--- src/logic/pmc_map.vh ---
// Purpose: constants of the i/o macrocell bank
// Assumes: avalon-mm byte addresses, word aligned
// Notes: register map and cell bit layout
// How it works
// RULE1 - cell one: 1 combinatorial, 0 stored; the code gives combinatorial output when cell three is 0
// RULE2 - cell zero: 1 inverts pin, 0 true
// RULE3 - cell two: 1 register, 0 latch
// RULE4 - cell three: 1 sum feeds, 0 pin feeds
// RULE5 - input cell stores pin, feeds array
// RULE6 - cell four: 1 dedicated, 0 shared timing
// RULE7 - cell five: 1 rising/low gate, else opposite
// RULE8 - low gate holds high, passes low
// RULE9 - cells six/seven pick buffer enable
// RULE10 - cell eight: 1 storage, 0 pin feedback
// RULE11 - eight cells single, eight dual feedback
// RULE12 - erased cell reads one, programmed zero
// RULE13 - power-up clears every storage element
// RULE14 - preload by term or supervoltage
// RULE15 - preload writes any state, clocking continues
// RULE16 - observe term drives storage onto pin
// RULE17 - security blocks program, verify, preload, observe
// RULE18 - only full erase clears security; the code also clears it on resetn
// RULE19 - set security after programming, verifying
// RULE20 - preset loads high, reset low, unclocked; the code applies them at the next ref_clk edge
// RULE21 - latch forcing only while holding
// RULE22 - dual cells feed pin and storage
// RULE23 - cells static, held in registers
`ifndef PMC_MAP_VH
`define PMC_MAP_VH
`define PMC_CELLS       16
`define PMC_DUAL_CELLS  8
`define PMC_CFG_W       9
`define PMC_CFG_ERASED  9'h1ff
`define PMC_CFG_DUAL_MASK 9'h0ff
// cell bit positions inside a config word
`define PMC_B_POL       0
`define PMC_B_OTYPE     1
`define PMC_B_KIND      2
`define PMC_B_DIR       3
`define PMC_B_CSRC      4
`define PMC_B_CSENSE    5
`define PMC_B_BUF_HI    6
`define PMC_B_BUF_LO    7
`define PMC_B_FBSEL     8
// buffer control codes {hi,lo}
`define PMC_BUF_PIN     2'h3
`define PMC_BUF_XOR     2'h2
`define PMC_BUF_ON      2'h1
// register byte offsets
`define PMC_A_CFG_LAST  8'h3c
`define PMC_A_CTRL      8'h40
`define PMC_A_PRELOAD   8'h44
`define PMC_A_STATUS    8'h48
`define PMC_A_STORAGE   8'h4c
`define PMC_A_PINS      8'h50
// control register bits
`define PMC_C_SECURE    0
`define PMC_C_ERASE     1
`endif

--- src/logic/pmc_macrocell_bank.v ---
// Purpose: bank of sixteen configurable i/o macrocells
// Assumes: all pins synchronous to ref_clk; timing pins sampled
// Notes: pin and array feedback outputs lag inputs by one clock, storage_fb lags stored by one
`include "pmc_map.vh"
`default_nettype none
module pmc_macrocell_bank (
   input  wire        ref_clk,
   input  wire        resetn,
   input  wire [7:0]  avs_address,
   input  wire        avs_read,
   input  wire        avs_write,
   input  wire [31:0] avs_writedata,
   input  wire [3:0]  avs_byteenable,
   output reg  [31:0] avs_readdata,
   output reg         avs_waitrequest,
   input  wire [15:0] sum_term,
   input  wire [15:0] pin_in,
   output reg  [15:0] pin_out,
   output reg  [15:0] pin_oe,
   output reg  [15:0] array_fb,
   output reg  [15:0] storage_fb,
   input  wire        dedicated_timing_pin,
   input  wire        shared_input_timing_pin,
   input  wire        common_oe_pin,
   input  wire [3:0]  bank_term_a,
   input  wire [3:0]  bank_term_b,
   input  wire        preset_term,
   input  wire        reset_term,
   input  wire        preload_term,
   input  wire        preload_hv,
   input  wire        observe_term,
   input  wire        observe_hv
);

   reg         secured;
   reg  [15:0] preload_value;
   reg  [15:0] stored;
   reg         prev_ded;
   reg         prev_shr;
   wire [`PMC_CELLS*`PMC_CFG_W-1:0] cfg_flat;
   wire [15:0] next_stored;
   wire [15:0] next_pin_out;
   wire [15:0] next_pin_oe;
   wire [15:0] next_array_fb;
   wire        bus_req;
   wire        wr_fire;
   wire        cfg_hit;
   wire [3:0]  cfg_idx;
   wire        erase_fire;
   wire        secure_fire;
   // preload and observe die once the part is locked
   wire        preload_fire = (preload_term | preload_hv) & ~secured; // RULE14 RULE17
   wire        observe_on   = (observe_term | observe_hv) & ~secured; // RULE16 RULE17

   assign bus_req = avs_read | avs_write;
   // a write lands on the edge where waitrequest is seen low
   assign wr_fire = avs_write & ~avs_waitrequest;
   assign cfg_hit = (avs_address <= `PMC_A_CFG_LAST) & (avs_address[1:0] == 2'h0);
   assign cfg_idx = avs_address[5:2];
   assign erase_fire  = wr_fire & (avs_address == `PMC_A_CTRL) & avs_byteenable[0]
                      & avs_writedata[`PMC_C_ERASE];
   assign secure_fire = wr_fire & (avs_address == `PMC_A_CTRL) & avs_byteenable[0]
                      & avs_writedata[`PMC_C_SECURE] & ~avs_writedata[`PMC_C_ERASE];

   // timing pin history for edge detection; not reset, so a pin held
   // high through reset gives no false edge on release
   always @(posedge ref_clk) begin
      prev_ded <= dedicated_timing_pin;
      prev_shr <= shared_input_timing_pin;
   end

   genvar i;
   generate
      for (i = 0; i < `PMC_CELLS; i = i + 1) begin : g_cell
         reg  [`PMC_CFG_W-1:0] cfg;
         wire       dual = (i < `PMC_DUAL_CELLS);
         wire [8:0] wmask = dual ? `PMC_CFG_DUAL_MASK : `PMC_CFG_ERASED; // RULE11
         wire       src  = cfg[`PMC_B_CSRC] ? dedicated_timing_pin : shared_input_timing_pin; // RULE6
         wire       prv  = cfg[`PMC_B_CSRC] ? prev_ded : prev_shr;
         wire       sense = cfg[`PMC_B_CSENSE];
         // rising with sense set, falling otherwise
         wire       edge_hit = sense ? (src & ~prv) : (~src & prv); // RULE7
         // low gate passes while low, high gate while high
         wire       open_gate = sense ? ~src : src; // RULE7 RULE8
         wire       is_reg = cfg[`PMC_B_KIND]; // RULE3
         // pin as source turns the cell into an input stage; the sum is
         // stored inverted so a cleared element shows the idle pin level
         wire       d = cfg[`PMC_B_DIR] ? ~sum_term[i] : pin_in[i]; // RULE4 RULE5
         wire [1:0] buf_sel = {cfg[`PMC_B_BUF_HI], cfg[`PMC_B_BUF_LO]};
         reg        ns;
         reg        oe;

         // config word: writes refused when locked, erase restores ones
         always @(posedge ref_clk) begin
            if (!resetn) begin
               cfg <= `PMC_CFG_ERASED & wmask; // RULE12
            end else if (erase_fire) begin
               cfg <= `PMC_CFG_ERASED & wmask; // RULE18
            end else if (wr_fire & cfg_hit & (cfg_idx == i) & ~secured) begin // RULE17
               if (avs_byteenable[0])
                  cfg[7:0] <= avs_writedata[7:0];
               if (avs_byteenable[1] & ~dual)
                  cfg[8] <= avs_writedata[8]; // RULE11
            end
         end

         // storage next state; a transparent latch ignores forcing
         always @* begin
            ns = stored[i];
            if (!is_reg && open_gate) begin
               ns = d; // RULE8 RULE21
            end else if (preload_fire) begin
               ns = preload_value[i]; // RULE15
            end else if (preset_term) begin
               ns = 1'b1; // RULE20
            end else if (reset_term) begin
               ns = 1'b0; // RULE20
            end else if (is_reg && edge_hit) begin
               ns = d; // RULE3
            end
         end

         // buffer enable selection per bank of four
         always @* begin
            case (buf_sel)
               `PMC_BUF_PIN: oe = common_oe_pin; // RULE9
               `PMC_BUF_XOR: oe = bank_term_a[i/4] ^ bank_term_b[i/4]; // RULE9
               `PMC_BUF_ON:  oe = 1'b1; // RULE9
               default:      oe = 1'b0; // RULE9
            endcase
         end

         assign next_stored[i] = ns;
         // observe forces stored data out regardless of output type
         assign next_pin_out[i] = (observe_on | (~cfg[`PMC_B_OTYPE] & cfg[`PMC_B_DIR]))
                                ? ~(stored[i] ^ cfg[`PMC_B_POL])
                                : (sum_term[i] ^ cfg[`PMC_B_POL]); // RULE1 RULE2 RULE13 RULE16
         assign next_pin_oe[i] = oe | observe_on; // RULE16
         // dual cells always give the pin; single cells choose
         assign next_array_fb[i] = (~dual & cfg[`PMC_B_FBSEL]) ? stored[i] : pin_in[i]; // RULE10 RULE22
         assign cfg_flat[i*`PMC_CFG_W +: `PMC_CFG_W] = cfg; // RULE23
      end
   endgenerate

   // storage elements and registered pin side
   always @(posedge ref_clk) begin
      if (!resetn) begin
         stored     <= 16'h0000; // RULE13
         pin_out    <= 16'h0000;
         pin_oe     <= 16'h0000;
         array_fb   <= 16'h0000;
         storage_fb <= 16'h0000;
      end else begin
         stored     <= next_stored;
         pin_out    <= next_pin_out;
         pin_oe     <= next_pin_oe;
         array_fb   <= next_array_fb;
         storage_fb <= stored; // RULE22 RULE5
      end
   end

   // security and preload value registers
   always @(posedge ref_clk) begin
      if (!resetn) begin
         secured       <= 1'b0;
         preload_value <= 16'h0000;
      end else begin
         if (erase_fire)
            secured <= 1'b0; // RULE18
         else if (secure_fire)
            secured <= 1'b1; // RULE17
         if (erase_fire) begin
            preload_value <= 16'h0000;
         end else if (wr_fire & (avs_address == `PMC_A_PRELOAD) & ~secured) begin
            if (avs_byteenable[0])
               preload_value[7:0] <= avs_writedata[7:0];
            if (avs_byteenable[1])
               preload_value[15:8] <= avs_writedata[15:8];
         end
      end
   end

   // read mux; locked part hides config and state
   reg [31:0] rd_mux;
   always @* begin
      rd_mux = 32'h00000000;
      if (cfg_hit && !secured) begin
         rd_mux[8:0] = cfg_flat[cfg_idx*`PMC_CFG_W +: `PMC_CFG_W]; // RULE17
      end else if (avs_address == `PMC_A_CTRL || avs_address == `PMC_A_STATUS) begin
         rd_mux[0] = secured;
      end else if (avs_address == `PMC_A_PRELOAD && !secured) begin
         rd_mux[15:0] = preload_value;
      end else if (avs_address == `PMC_A_STORAGE && !secured) begin
         rd_mux[15:0] = stored;
      end else if (avs_address == `PMC_A_PINS) begin
         rd_mux[15:0] = pin_in;
      end
   end

   // one wait state: waitrequest drops for exactly one cycle
   always @(posedge ref_clk) begin
      if (!resetn) begin
         avs_waitrequest <= 1'b1;
         avs_readdata    <= 32'h00000000;
      end else if (bus_req && avs_waitrequest) begin
         avs_waitrequest <= 1'b0;
         avs_readdata    <= rd_mux;
      end else begin
         avs_waitrequest <= 1'b1;
      end
   end

endmodule
`default_nettype wire

--- config.mk ---
export PLATFORM = sky130hd
export DESIGN_NAME = pmc_macrocell_bank
export DESIGN_NICKNAME = d
export VERILOG_FILES = /design/src/logic/pmc_macrocell_bank.v
export VERILOG_INCLUDE_DIRS = /design/src /design/src/logic
export SDC_FILE = /design/constraint.sdc
export NUM_CORES = 1
export LEC_CHECK = 0
export ABC_AREA = 0
export BUFFER_PORTS_ARGS = -buffer_cell sky130_fd_sc_hd__clkbuf_2
export CORE_ASPECT_RATIO = 1.5
export CORE_UTILIZATION = 64
export CTS_BUF_LIST = sky130_fd_sc_hd__clkbuf_8
export DETAILED_ROUTE_END_ITERATION = 7
export HOLD_SLACK_MARGIN = 0.12
export PLACE_DENSITY = 0.95
export SLEW_MARGIN = 15
export SYNTH_ARGS = -nofsm -noshare
export SYNTH_HDL_FRONTEND = slang
export SYNTH_SLANG_ARGS = --single-unit
export TNS_END_PERCENT = 1
--- constraint.sdc ---
create_clock -name ref_clk -period 3.5 [get_ports ref_clk]
set_input_delay 0.7 -clock ref_clk [delete_from_list [all_inputs] [get_ports ref_clk]]
set_output_delay 0.7 -clock ref_clk [all_outputs]
set_load 0.1 [all_outputs]
Word level (Yosys, flattened, before mapping)
Index checks and enable logic that the tools add are counted.
Widths: inputs -> output; s select.
- bitwise logic cells: 247
- multipliers: 1
- magnitude comparators: 1
- mux-type cells: 208
- reductions and logical operators: 99
- shift operators: 1
- equality and inequality tests: 68
- operator list (operator ; count):
    $mux 1 ; 186
    $shiftx 144x9->9 ; 1
    $and 1x1->1 ; 92
    $not 1->1 ; 84
    $reduce_bool 5->1 ; 16
    $eq 2x2->1 const B ; 32
    $reduce_and 2->1 ; 26
    $mux 16 ; 3
    $pmux 1 s3 ; 16
    $eq 8x7->1 const B ; 5
    $logic_and 1x1->1 ; 36
    $xor 1x1->1 ; 36
    $or 1x1->1 ; 35
    $eq 2x1->1 const B ; 16
    $eq 4x4->1 const B ; 8
    $logic_not 1->1 ; 17
    $eq 4x3->1 const B ; 4
    $mux 15 ; 1
    $mux 9 ; 1
    $eq 4x2->1 const B ; 2
    $le 8x6->1 const B ; 1
    $mul 4x4->8 const B ; 1
    $mux 7 ; 1
    $eq 4x1->1 const B ; 1
    4 further kinds ; 4
- word-level logic and storage cells: 676
- flip-flop bits (word level): 252
- output and inout bits: 97

Logic depth before layout (Yosys ltp)
- depth in word-level cells: 10
- mapped depth: 9

Least setup slack after synthesis
No wires, ideal clock.
- path kind: input port to flip-flop
- from: input avs_address[7]
- to: register g_cell[8].cfg[1]
- stages on the path: 7
- slack: 1.069 ns
- arrival: 2.302 ns
- data required time: 3.371 ns
- path buffers: 2
- cell sequence: or3_1 buf_6 or2_1 buf_6 nor4_4 mux2i_1 nand2_1
- cells in the longest elaborated chain, start to end: 6
- elaborated cells on any way between the ends: 11
- those cells by class: order compare (1); eq/ne (1); bitwise (7); reduce/logical (2)
- ends and longest elaborated chain (item ; RTL line ; text):
    start, declared ; pmc_macrocell_bank.v:9 ; input wire [7:0] avs_address,
    $le 8x6->1 (no source line) ; -- ;
    $and 1x1->1 ; pmc_macrocell_bank.v:58 ; assign cfg_hit = (avs_address <= `PMC_A_CFG_LAST) & (avs_address[1:0] == 2'h0);
    $and 1x1->1 (3 in series) ; pmc_macrocell_bank.v:99 ; end else if (wr_fire & cfg_hit & (cfg_idx == i) & ~secured) begin
    $reduce_and 2->1 (no source line) ; -- ;
    end signal, assigned ; pmc_macrocell_bank.v:96 ; cfg <= `PMC_CFG_ERASED & wmask;
    end signal, assigned ; pmc_macrocell_bank.v:98 ; cfg <= `PMC_CFG_ERASED & wmask;
    end signal, assigned ; pmc_macrocell_bank.v:101 ; cfg[7:0] <= avs_writedata[7:0];
    end, declared ; pmc_macrocell_bank.v:75 ; reg [`PMC_CFG_W-1:0] cfg;
Several ways; a longest one is shown, not always the timed one.
A chain may end at the register's enable or synchronous reset.

Final worst setup path
- from: input avs_address[7]
- to: register avs_readdata[11]
- cells in the longest elaborated chain, start to end: 6
- elaborated cells on any way between the ends: 16
- those cells by class: order compare (1); eq/ne (5); mux (5); bitwise (1); reduce/logical (4)
- ends and longest elaborated chain (item ; RTL line ; text):
    $eq 8x7->1 (no source line) ; -- ;
    $mux 16 / $logic_and 1x1->1 (equally long branches) ; pmc_macrocell_bank.v:195, pmc_macrocell_bank.v:193 ;
    $mux 16 ; pmc_macrocell_bank.v:193 ; end else if (avs_address == `PMC_A_STORAGE && !secured) begin
    $mux 16 ; pmc_macrocell_bank.v:191 ; end else if (avs_address == `PMC_A_PRELOAD && !secured) begin
    $mux 15 ; pmc_macrocell_bank.v:189 ; end else if (avs_address == `PMC_A_CTRL || avs_address == `PMC_A_STATUS) begin
    $mux 7 (*) ; pmc_macrocell_bank.v:187 ; if (cfg_hit && !secured) begin
    end signal, assigned ; pmc_macrocell_bank.v:207 ; avs_readdata <= rd_mux;
    end, declared ; pmc_macrocell_bank.v:14 ; output reg [31:0] avs_readdata,
Every way passes the cells marked *; elsewhere a longest branch is shown, timed or not.

==> out/qor.txt <==
WHS Endpoint: avs_waitrequest
Clock Tree Root: clkbuf_8
fin crit period: 2.711 ns
share of cells above drive strength 1: 21.76%
TNS Setup: 0 ns
Crit Path Category: input pin to flip-flop
Core ar.: 19320 um2
cell area after layout: 14380 um2
critical path arrival: 3.15 ns
#FFs+latches synth: 252
Port-buffer cells: 159
top cells by area, synth: dfxtp_1 (40%), mux2i_1 (9.9%), nand2_1 (7.4%)
most used standard cell by instance count after synthesis: dfxtp_1
Layout area overhead: 13.02%
DR vias: 12470
post-synth top area share: 39.66%
routability congestion estimate: 0.9372
Min-Delay Path Class: input pin to flip-flop
Ys Warns: 0
R2R depth: 5
Routed WL: 39.35 mm
Leak: 6.369 nW
Hold Crit Start: resetn
TritonCTS clock tree: built
vias in the first global route: 11910
global-route wire length before repair: 61.38 mm
Yosys top cell by area: dfxtp_1
Max Slew Vio Count: 0
htree depth: 2
final setup fails: 0
site row count: 62
clock skew: 0.02003 ns
worst ir drop on vdd: 0.2877 mV
Final HPWL DP: 26.17 mm
Die H: 174.7 um
status: finished clean
latest clock arrival within the worst-skew pair: 0.53 ns
gr usage total: 38.79%
DRC viols: 0
post-CTS sizing: 0
Async S/R FF share, synth: 0%
hold path depth: 2
post-CTS setup repair buffer count: 0
DRT antenna net count: 0
Worst-path clk slew: 0.07 ns
CTS sink count: 252
Worst Tran Pin Value: 1.243 ns
initial antenna violation count: 2
Pwr Density: 454.1 nW/um2
reg2reg end: avs_readdata[11]
reg-to-reg critical path startpoint: avs_waitrequest
Max FO, Critical Path: 14
fin nets: 1659
fin util: 74.43%
Initial Util: 65.86%
DIE WIDTH: 117.1 um
Via density: 6.745
IO Pins: 194
Netlist cell types: 64
CP Data Required Time: 3.94 ns
Seq/Total Area, Yosys: 39.66%
first-pass detailed-route iteration total: 8
die footprint: 20460 um2
Hold Violations, Final: 0
Critical Path Source Type: input pin
DR WL/cell: 21.29 um
relative slew slack: 16.39%
Synth Flop Type: dfxtp_1
max capacitance violation total: 0
Reg2Reg Setup Slack: 0.84 ns
Peak Freq: 368.8 MHz
placed cell area: 13550 um2
syn avg cell area: 8.803 um2
RSZ-0062 raised after global routing: false
EDFF count, synth: 0
gr ovfl total: 0
Max clock buf depth: 3
number of CTS-inserted buffers: 37
largest net degree at the start of global routing: 92
Synth Cell Area: 12720 um2
Tcrit/Tclk final: 77.47%
hold buffer count at CTS: 0
Commonest cells post-synth: dfxtp_1 (252), nand2_1 (250), mux2i_1 (126)
DR iter-0 viols: 1933
Gate Count Post-Synth: 1445
Setup crit end kind: flip-flop
## cells by family after synthesis
group / after synthesis / share of synthesized area, %
AO/OA/AOI/OAI: 260 / 12.50
XOR/XNOR: 11 / 0.7573
AND/OR/NAND/NOR: 599 / 24.26
buffers and inverters: 130 / 4.829
multiplexers: 192 / 17.97
flip-flops: 252 / 39.66
other: 1 / 0.02948
## worst max-delay path by stage
stage / slack [ns] / cells after the start / start / end
after global routing: 0.68 / 5 / avs_address[7] / avs_readdata[15]
after global placement: 0.49 / 5 / avs_address[7] / avs_readdata[15]
after detailed placement: 0.36 / 5 / avs_address[7] / avs_readdata[14]
after CTS: 0.85 / 5 / avs_address[7] / avs_readdata[14]
final: 0.79 / 5 / avs_address[7] / avs_readdata[11]
after floorplan: 1.07 / 7 / avs_address[7] / g_cell[8].cfg[1]
## stage by stage
step                      setup WS, ns  total power, mW  hold WS, ns  instances
after detailed placement        0.3584            3.964       0.4518       1779
after global placement          0.4930            3.945       0.4514       1779
after floorplan                  1.069            3.774       0.4418       1460
after global routing            0.6785            6.689       0.4121       1848
final                           0.7886            6.529       0.4203       1848
after CTS                       0.8456            6.495       0.4059       1846
## sequential cells by signal, summed over array words and instances (netlist names)
name             flops
avs_readdata        16
pin_oe              16
g_cell.cfg         136
secured              1
storage_fb          16
prev_shr             1
stored              16
preload_value       16
pin_out             16
prev_ded             1
avs_waitrequest      1
array_fb            16
## final cells by class
| class | instances | area [um2] |
|---|---|---|
| Multi-Input combinational cell | 1078 | 7142 |
| Sequential cell | 252 | 5045 |
| Fill cell | 1276 | 4938 |
| Timing Repair Buffer | 183 | 1001 |
| Clock buffer | 51 | 701.9 |
| Tap cell | 256 | 320.3 |
| Clock inverter | 16 | 125.1 |
| Inverter | 10 | 37.54 |
| Antenna cell | 2 | 5.005 |
## layer usage
| layer | vias to the layer above | routed length (um) | GRT usage (%) |
|---|---|---|---|
| met5 | - | 0 | 0 |
| met1 | 5744 | 13650 | 46.71 |
| li1 | 5396 | - | - |
| met3 | 305 | 4629 | 7.839 |
| met2 | 1020 | 17740 | 60.21 |
| met4 | 0 | 3332 | 29.22 |
## report_power, final
part	internal (mW)	switching [mW]
clock	1.45	1.15
sequential	2.93	0.0379
combinational	0.207	0.762
total	4.58	1.95
## cell usage in the layout, fill, tap and decap left out, types with 17 or more instances in the layout
cell type / instances
nor2b_1: 31
buf_4: 22
dfxtp_1: 252
mux2_2: 41
nand3_1: 82
o21ai_0: 64
clkbuf_8: 51
o21a_1: 17
and2_1: 37
clkbuf_2: 159
a31oi_1: 62
mux4_2: 25
nor2_1: 43
nand2b_1: 18
nand4_1: 33
a21oi_1: 61
nor3_1: 28
mux2i_1: 126
nand2_1: 250
## worst max-delay path, stage by stage
cell and delay [ns]:
clkbuf_2 0.08, or4b_1 0.78, nor4_1 1.12, o21ai_0 0.26, o21ai_0 0.20
(Power assumes the default switching activity.)
